**config.mk**
```make
export PLATFORM = sky130hd
export DESIGN_NAME = wdrc_watchdog
export DESIGN_NICKNAME = d
export VERILOG_FILES = /design/src/pkg/wdrc_pkg.sv /design/src/verilog/wdrc_watchdog.sv
export SDC_FILE = /design/constraint.sdc
export NUM_CORES = 1
export LEC_CHECK = 0
export ABC_AREA = 1
export BUFFER_PORTS_ARGS = -buffer_cell sky130_fd_sc_hd__buf_2
export CORE_MARGIN = 5
export CORE_UTILIZATION = 57
export CTS_BUF_LIST = sky130_fd_sc_hd__clkbuf_4 sky130_fd_sc_hd__clkbuf_8
export DETAILED_ROUTE_END_ITERATION = 10
export GPL_ROUTABILITY_DRIVEN = 0
export HOLD_SLACK_MARGIN = 0.1
export PLACE_DENSITY = 0.8
export SLEW_MARGIN = 10
export SYNTH_ARGS = -nofsm -noshare
export SYNTH_HDL_FRONTEND = slang
export SYNTH_SLANG_ARGS = --single-unit
```
**constraint.sdc**
```tcl
create_clock -name clk_sys -period 4.6 [get_ports clk_sys]
set_clock_uncertainty 0.15 [all_clocks]
set_input_delay 0.23 -clock clk_sys [delete_from_list [all_inputs] [get_ports clk_sys]]
set_output_delay 0.23 -clock clk_sys [all_outputs]
set_load 0.05 [all_outputs]
```
**src/pkg/wdrc_pkg.sv**
```systemverilog
/*
 * wdrc_pkg: shared constants and carrier types for the watchdog with
 * reset-cause flags. Assumes a 32-bit APB register bus and a 100 MHz clk_sys.
 */
package wdrc_pkg;

    // ------------------------------------------------------------------
    // register map
    // ------------------------------------------------------------------
    localparam logic [11:0] WDRC_CTRL_ADDR  = 12'h060;
    localparam logic [11:0] WDRC_CAUSE_ADDR = 12'h064;
    localparam logic [11:0] WDRC_CMD_ADDR   = 12'h068;

    // ------------------------------------------------------------------
    // control register fields
    // ------------------------------------------------------------------
    localparam int CTRL_IRQ_FLAG   = 7;
    localparam int CTRL_IRQ_EN     = 6;
    localparam int CTRL_SEL3       = 5;
    localparam int CTRL_CHG_EN     = 4;
    localparam int CTRL_RST_EN     = 3;
    localparam int CTRL_SEL_HI     = 2;

    // ------------------------------------------------------------------
    // reset-cause fields
    // ------------------------------------------------------------------
    localparam int CAUSE_WDOG      = 3;
    localparam int CAUSE_BROWNOUT  = 2;
    localparam int CAUSE_PIN       = 1;
    localparam int CAUSE_POWERON   = 0;

    // command register: bit 0 restarts the counter, bit 1 acks the vector
    localparam int CMD_RESTART     = 0;
    localparam int CMD_VECTOR_ACK  = 1;

    // ------------------------------------------------------------------
    // timing and period selection
    // ------------------------------------------------------------------
    localparam int          CHG_WINDOW_CYCLES = 4;
    localparam logic [3:0]  SEL_MAX_CODE      = 4'h9;
    localparam int          BASE_TIMEOUT_LOG2 = 11;
    localparam int          CNT_WIDTH         = 21;
    localparam logic [3:0]  SEL_RESET_VALUE   = 4'h0;

    typedef enum logic [1:0]
    {
        WDRC_STOPPED   = 2'b00,
        WDRC_IRQ_ONLY  = 2'b01,
        WDRC_RST_ONLY  = 2'b10,
        WDRC_IRQ_RST   = 2'b11
    } wdrc_mode_type;

    typedef struct packed
    {
        logic brownout;
        logic pin;
        logic poweron;
    } wdrc_cause_type;

endpackage

```
**src/verilog/wdrc_watchdog.sv**
```systemverilog
/*
 * wdrc_watchdog: watchdog timer with reset-cause status, APB slave.
 * Assumes the low-frequency oscillator, the always-on option and the reset
 * cause inputs arrive asynchronously; all are synchronised into clk_sys.
 */
// What this block does
// - cause register bits 7..4 read zero
// - watchdog cause set by wdog reset
// - brownout cause set by brownout reset
// - pin cause set by external reset
// - poweron cause cleared only by software
// - irq flag set on timeout, cleared
// - interrupt needs global and local enable
// - combined mode vector clears enable, flag
// - unserviced second timeout forces system reset
// - enable bits select the four modes
// - always-on option forces reset mode
// - guarded changes need change window open
// - change window closes after four cycles
// - reset enable forced while wdog cause
// - period select is bit5 and 2..0
// - codes 0..9 double 2048 cycles upward
// - counter advances on oscillator ticks
// - restart command clears the counter
// - system reset pulse lasts one cycle
`timescale 1ns/100ps

module wdrc_watchdog
    import wdrc_pkg::*;
#(
    parameter int CHG_CYCLES = CHG_WINDOW_CYCLES
)
(
    // clock and reset
    input  wire logic        clk_sys,
    input  wire logic        arst_n,
    // apb slave
    input  wire logic        psel,
    input  wire logic        penable,
    input  wire logic        pwrite,
    input  wire logic [11:0] paddr,
    input  wire logic [31:0] pwdata,
    output logic      [31:0] prdata,
    output logic             pready,
    output logic             pslverr,
    // asynchronous inputs
    input  wire logic        lfOscClk,
    input  wire logic        alwaysOnOption_n,
    input  wire logic        brownoutEvent,
    input  wire logic        pinResetEvent,
    input  wire logic        poweronEvent,
    // processor side
    input  wire logic        globalIrqEnable,
    output logic             timeoutIrq,
    output logic             systemReset
);

    // ------------------------------------------------------------------
    // parameter check
    // ------------------------------------------------------------------
    if (CHG_CYCLES < 1 || CHG_CYCLES > 15)
    begin : gBadChg
        $error("CHG_CYCLES out of range");
    end

    // ------------------------------------------------------------------
    // synchronisers
    // ------------------------------------------------------------------
    localparam int NSYNC = 5;
    logic [NSYNC-1:0] syncA_reg;
    logic [NSYNC-1:0] syncB_reg;
    logic [NSYNC-1:0] prev_reg;
    logic [NSYNC-1:0] asyncIn;

    assign asyncIn = {poweronEvent, pinResetEvent, brownoutEvent, alwaysOnOption_n, lfOscClk};

    genvar gi;
    generate
        for (gi = 0; gi < NSYNC; gi++)
        begin : gSync
            always_ff @(posedge clk_sys or negedge arst_n)
            begin
                if (!arst_n)
                begin
                    syncA_reg[gi] <= 1'b0;
                    syncB_reg[gi] <= 1'b0;
                    prev_reg[gi]  <= 1'b0;
                end
                else
                begin
                    syncA_reg[gi] <= asyncIn[gi];
                    syncB_reg[gi] <= syncA_reg[gi];
                    prev_reg[gi]  <= syncB_reg[gi];
                end
            end
        end
    endgenerate

    logic oscS;
    logic alwaysOn;
    logic brownS;
    logic pinS;
    logic ponS;
    assign oscS     = syncB_reg[0];
    // option programmed means value 0; low twice so a glitch cannot force it
    assign alwaysOn = ~(syncB_reg[1] | prev_reg[1]);
    assign brownS   = syncB_reg[2];
    assign pinS     = syncB_reg[3];
    assign ponS     = syncB_reg[4];

    logic oscTick;
    logic brownRise;
    logic pinRise;
    logic ponRise;
    assign oscTick   = oscS & ~prev_reg[0];
    assign brownRise = brownS & ~prev_reg[2];
    assign pinRise   = pinS & ~prev_reg[3];
    assign ponRise   = ponS & ~prev_reg[4];

    // ------------------------------------------------------------------
    // bus decode
    // ------------------------------------------------------------------
    logic       wrEn;
    logic       wrCtrl;
    logic       wrCause;
    logic       wrCmd;
    logic       mapped;
    logic [7:0] wd;
    assign mapped  = (paddr == WDRC_CTRL_ADDR) || (paddr == WDRC_CAUSE_ADDR)
                     || (paddr == WDRC_CMD_ADDR);
    assign wrEn    = psel & penable & pwrite & ~pready;
    assign wrCtrl  = wrEn & (paddr == WDRC_CTRL_ADDR);
    assign wrCause = wrEn & (paddr == WDRC_CAUSE_ADDR);
    assign wrCmd   = wrEn & (paddr == WDRC_CMD_ADDR);
    assign wd      = pwdata[7:0];

    logic restartCmd;
    logic vectorAck;
    assign restartCmd = wrCmd & wd[CMD_RESTART];
    assign vectorAck  = wrCmd & wd[CMD_VECTOR_ACK];

    // ------------------------------------------------------------------
    // control and status state
    // ------------------------------------------------------------------
    logic       irqFlag_reg;
    logic       irqEn_reg;
    logic       rstEn_reg;
    logic       chgEn_reg;
    logic [3:0] chgCnt_reg;
    logic [3:0] sel_reg;
    logic       wdogCause_reg;
    wdrc_cause_type cause_reg;
    logic       timeout;
    logic       irqEnEff;
    logic       rstEnEff;
    wdrc_mode_type mode;

    assign irqEnEff = alwaysOn ? 1'b0 : irqEn_reg;
    assign rstEnEff = alwaysOn | rstEn_reg | wdogCause_reg;
    assign mode = wdrc_mode_type'({rstEnEff, irqEnEff});

    always_ff @(posedge clk_sys or negedge arst_n)
    begin
        if (!arst_n)
        begin
            chgEn_reg  <= 1'b0;
            chgCnt_reg <= 4'h0;
        end
        else if (wrCtrl && wd[CTRL_CHG_EN] && wd[CTRL_RST_EN])
        begin
            chgEn_reg  <= 1'b1;
            chgCnt_reg <= 4'(CHG_CYCLES);
        end
        else if (chgCnt_reg == 4'h1 || (wrCtrl && !wd[CTRL_CHG_EN]))
        begin
            chgEn_reg  <= 1'b0;
            chgCnt_reg <= 4'h0;
        end
        else if (chgCnt_reg != 4'h0)
        begin
            chgCnt_reg <= chgCnt_reg - 4'h1;
        end
    end

    always_ff @(posedge clk_sys or negedge arst_n)
    begin
        if (!arst_n)
        begin
            rstEn_reg <= 1'b0;
            sel_reg   <= SEL_RESET_VALUE;
        end
        else if (wrCtrl)
        begin
            if (wd[CTRL_RST_EN])
            begin
                rstEn_reg <= 1'b1;
            end
            else if (chgEn_reg && !wdogCause_reg)
            begin
                rstEn_reg <= 1'b0;
            end
            if (chgEn_reg)
            begin
                sel_reg <= {wd[CTRL_SEL3], wd[CTRL_SEL_HI:0]};
            end
        end
    end

    // vector ack drops enable in combined mode only; software may re-arm
    always_ff @(posedge clk_sys or negedge arst_n)
    begin
        if (!arst_n)
            irqEn_reg <= 1'b0;
        else if (wrCtrl)
            irqEn_reg <= wd[CTRL_IRQ_EN];
        else if (vectorAck && mode == WDRC_IRQ_RST)
            irqEn_reg <= 1'b0;
    end

    // irq flag, set wins over clear
    always_ff @(posedge clk_sys or negedge arst_n)
    begin
        if (!arst_n)
            irqFlag_reg <= 1'b0;
        else if (timeout && (mode == WDRC_IRQ_ONLY || mode == WDRC_IRQ_RST))
            irqFlag_reg <= 1'b1;
        else if ((wrCtrl && wd[CTRL_IRQ_FLAG]) || vectorAck)
            irqFlag_reg <= 1'b0;
    end

    // ------------------------------------------------------------------
    // watchdog counter
    // ------------------------------------------------------------------
    logic [CNT_WIDTH-1:0] cnt_reg;
    logic [CNT_WIDTH-1:0] limit;
    logic                 selValid;
    assign selValid = (sel_reg <= SEL_MAX_CODE);
    assign limit    = (CNT_WIDTH'(1) << (BASE_TIMEOUT_LOG2 + int'(selValid ? sel_reg : 4'h0)))
                      - CNT_WIDTH'(1);
    assign timeout  = oscTick && (mode != WDRC_STOPPED) && (cnt_reg >= limit);

    // shortening period may expire at once
    always_ff @(posedge clk_sys or negedge arst_n)
    begin
        if (!arst_n)
        begin
            cnt_reg <= '0;
        end
        else if (restartCmd || timeout || mode == WDRC_STOPPED)
        begin
            cnt_reg <= '0;
        end
        else if (oscTick)
        begin
            cnt_reg <= cnt_reg + CNT_WIDTH'(1);
        end
    end

    // ------------------------------------------------------------------
    // time-out actions
    // ------------------------------------------------------------------
    logic rstPulse;
    // unserviced flag in combined mode resets
    assign rstPulse = timeout && (mode == WDRC_RST_ONLY
                      || (mode == WDRC_IRQ_RST && irqFlag_reg));

    // registered time-out outputs
    always_ff @(posedge clk_sys or negedge arst_n)
    begin
        if (!arst_n)
        begin
            systemReset <= 1'b0;
            timeoutIrq  <= 1'b0;
        end
        else
        begin
            systemReset <= rstPulse;
            timeoutIrq  <= irqFlag_reg & irqEnEff & globalIrqEnable;
        end
    end

    // ------------------------------------------------------------------
    // reset-cause flags (set wins over software clear; poweron clears the rest)
    // ------------------------------------------------------------------
    always_ff @(posedge clk_sys or negedge arst_n)
    begin
        if (!arst_n)
        begin
            wdogCause_reg <= 1'b0;
            cause_reg     <= '0;
        end
        else if (ponRise)
        begin
            wdogCause_reg     <= 1'b0;
            cause_reg.brownout <= 1'b0;
            cause_reg.pin     <= 1'b0;
            cause_reg.poweron <= 1'b1;
        end
        else
        begin
            wdogCause_reg <= rstPulse | (wdogCause_reg & ~(wrCause & ~wd[CAUSE_WDOG]));
            cause_reg.brownout <= brownRise
                                  | (cause_reg.brownout & ~(wrCause & ~wd[CAUSE_BROWNOUT]));
            cause_reg.pin <= pinRise | (cause_reg.pin & ~(wrCause & ~wd[CAUSE_PIN]));
            cause_reg.poweron <= cause_reg.poweron & ~(wrCause & ~wd[CAUSE_POWERON]);
        end
    end

    // ------------------------------------------------------------------
    // apb answer, one wait state
    // ------------------------------------------------------------------
    always_ff @(posedge clk_sys or negedge arst_n)
    begin
        if (!arst_n)
        begin
            pready  <= 1'b0;
            pslverr <= 1'b0;
            prdata  <= '0;
        end
        else if (psel && penable && !pready)
        begin
            pready  <= 1'b1;
            pslverr <= ~mapped;
            prdata  <= '0;
            if (!pwrite && paddr == WDRC_CTRL_ADDR)
            begin
                prdata[7:0] <= {irqFlag_reg, irqEnEff, sel_reg[3], chgEn_reg,
                                rstEnEff, sel_reg[2:0]};
            end
            else if (!pwrite && paddr == WDRC_CAUSE_ADDR)
            begin
                prdata[7:0] <= {4'h0, wdogCause_reg, cause_reg.brownout,
                                cause_reg.pin, cause_reg.poweron};
            end
        end
        else
        begin
            pready  <= 1'b0;
            pslverr <= 1'b0;
            prdata  <= '0;
        end
    end

endmodule
```
==> results.txt <==
Die Height = 94.6 µm
unrepaired setup endpoints after global routing = false
# nets final = 669
Warnings, synthesis = 0
largest net degree at the start of global routing = 65
post-CTS setup buffers = 0
CTS sink count = 64
number of antenna diodes = 0
kind of critical path = reg -> reg
worst hold path depth = 4
num rows = 30
DR WL/cell = 13.0 µm
initial antenna violation count = 0
Critical Path RT = 4680 ps
final hold violations = 0
worst vdd ir = 0.271 mV
Synth Register Bits = 64
post-synth top area share = 39.3%
Skew-Pair Late Insertion Delay = 350 ps
ys flop type = dfrtp_1
final core occ = 68.9%
Slew @ Worst Pin = 784 ps
share of cells above drive strength 1 = 15.6%
Die Area = 0.00895 mm²
Final ANT Viol Nets = 0
dpl hpwl = 6440 µm
Initial DRC Count = 174
CTS buffer count = 9
largest fanout on the critical path = 17
Ports = 91
post-CTS sizing = 0
deepest clock path buffer count = 2
HP Class = in -> reg
Layout area overhead = 15.9%
most common cell in the synthesized netlist = nand2_1
post-route setup TNS = 0 ps
FILL cells = 565
Non-Filler Instances = 687
vias in the first global route = 3332
first-pass GRT wire length = 15000 µm
CP endpoint kind = register
Total Routing Usage GR = 21.6%
Post-Syn Area = 0.00408 mm²
Max-cap violations = 0
Starting Density = 59.4%
DRT Pass-1 Iters = 5
Final setup viols = 0
Post-synth ARST share = 100%
max reg flops = 21
area leader, netlist = dfrtp_1
synth unique cells = 35
final slew viol count = 0
H-tree Lvls = 3
status = finished, final reports clean
CTS tree = built
Synth Area per Inst = 7.97 µm²
Synth area leaders = dfrtp_1 (39%), nand2_1 (8.8%), ha_1 (8.6%), inv_1 (6.8%), nor2_1 (6.0%)
Leak Pwr = 2.45 nW
Tcrit/Tclk final = 85.6%
Total Power = 1.39 mW
PortBufs = 42
register area share after synthesis = 39.3%
Mapped Cells = 512
Remaining DRCs = 0
slew margin rel. = 47.7%
core area = 0.00687 mm²
final wirelength = 8950 µm
critical path launch point type = register
min cycle time layout = 3940 ps
Post-synth EDFFs = 0
die extent in x = 94.6 µm
DR vias = 3485
CTS root buffer = clkbuf_8
CP arrival = 4010 ps
Clock transition at path regs = 70 ps
placed insts = 652
Synth top cells by count = nand2_1 (96), inv_1 (74), nor2_1 (65), dfrtp_1 (64), nand3_1 (32)
Via-to-Cell Ratio = 5.07
r2r worst-path depth = 22
GRT overflow = 0
PD cells = 294 mW/mm²
FMAX = 254 MHz
-- final timing paths --
kind	from	end	slack [ps]
min in group asynchronous	arst_n	chgCnt_reg[1]	420
worst min-delay path	paddr[6]	pslverr	120
worst min register to register	syncA_reg[3]	pinS	200
worst max register to register	sel_reg[1]	cnt_reg[6]	660
max in group asynchronous	arst_n	prdata[7]	3370
worst max-delay path	sel_reg[1]	cnt_reg[6]	660
-- critical path: stages (launching register included) --
cell	delay, ps
dfrtp_1	460
o21ai_2	270
nand2_1	80
inv_1	60
nor2_1	50
ha_1	400
inv_1	140
o2111ai_1	180
nand3_1	220
nor2_4	210
nand2_1	70
nand2_1	60
nand2_1	50
ha_1	280
nand2_1	60
nor2_1	220
nand2_1	100
nor2_1	100
o21ai_0	80
nand3_1	130
nand2_2	130
nand2_4	210
nor2_1	80
-- where the power goes --
group	switching (mW)	total (mW)	internal (mW)
combinational	0.148	0.226	0.0788
sequential	0.0187	0.610	0.591
clock	0.240	0.554	0.314
-- repair_timing --
action / in CTS / in global routing
hold endpoints to repair: 84 / 0
hold buffers: 19 / 0
setup endpoints to repair: 0 / 0
-- cell type report --
type	count	area [µm²]	share of cell area, %
multi-input cells	372	2090	44.1
flip-flops and latches	64	1600	33.9
repair buffers	62	408	8.62
inverters	77	289	6.11
clock buffers	10	131	2.78
well taps	96	120	2.54
clock inverters	6	93.8	1.98
-- logic make-up after synthesis --
kind of cell | Yosys count | share of synthesized area, %
xor gates and xnor gates | 18 | 3.86
muxes | 4 | 1.10
adders and majority gates | 28 | 8.59
and+or+nand+nor | 249 | 28.2
buffers and inverters | 104 | 12.2
DFF | 64 | 39.3
other | 2 | 0.184
AOI/OAI and AO/OA | 43 | 6.62
-- cells in the final DEF, fill, tap and decap left out, types with 2 or more instances in the layout --
master,instances
a21o_1,2
nand2_1,96
nor2_4,4
inv_1,74
nor2_2,4
ha_1,28
nand2_2,6
conb_1,30
nor2_1,65
clkinv_4,3
o21ai_0,15
clkbuf_8,9
o22ai_1,4
nand4_1,17
bufinv_16,2
nand3_1,32
nor3_1,16
nand3_2,3
xnor2_1,4
nand3b_1,2
dlygate4sd3_1,19
nor3_2,2
inv_2,3
buf_2,42
mux2_2,4
dfrtp_1,64
a21oi_1,13
xor2_1,14
o21ai_2,3
-- per-stage QoR --
step / hold slack [ps] / instance area, µm² / setup slack, ps
final: 123 / 4730 / 663
after global routing: 113 / 4730 / 231
after CTS: 108 / 4730 / 669
after detailed placement: 185 / 4320 / 701
after global placement: 183 / 4320 / 801
after floorplan: -216 / 4190 / 1190
-- layer usage --
layer / part of all wire (%) / up-vias / GRT usage (%) / wire, µm
met2: 47 / 110 / 35.9 / 4190
li1: - / 1742 / - / -
met4: 3.3 / 0 / 10.5 / 297
met1: 45 / 1602 / 27.1 / 4010
met5: 0 / - / 0 / 0
met3: 5.1 / 31 / 3.67 / 455
Note: power is estimated with default switching activity, not from simulation.
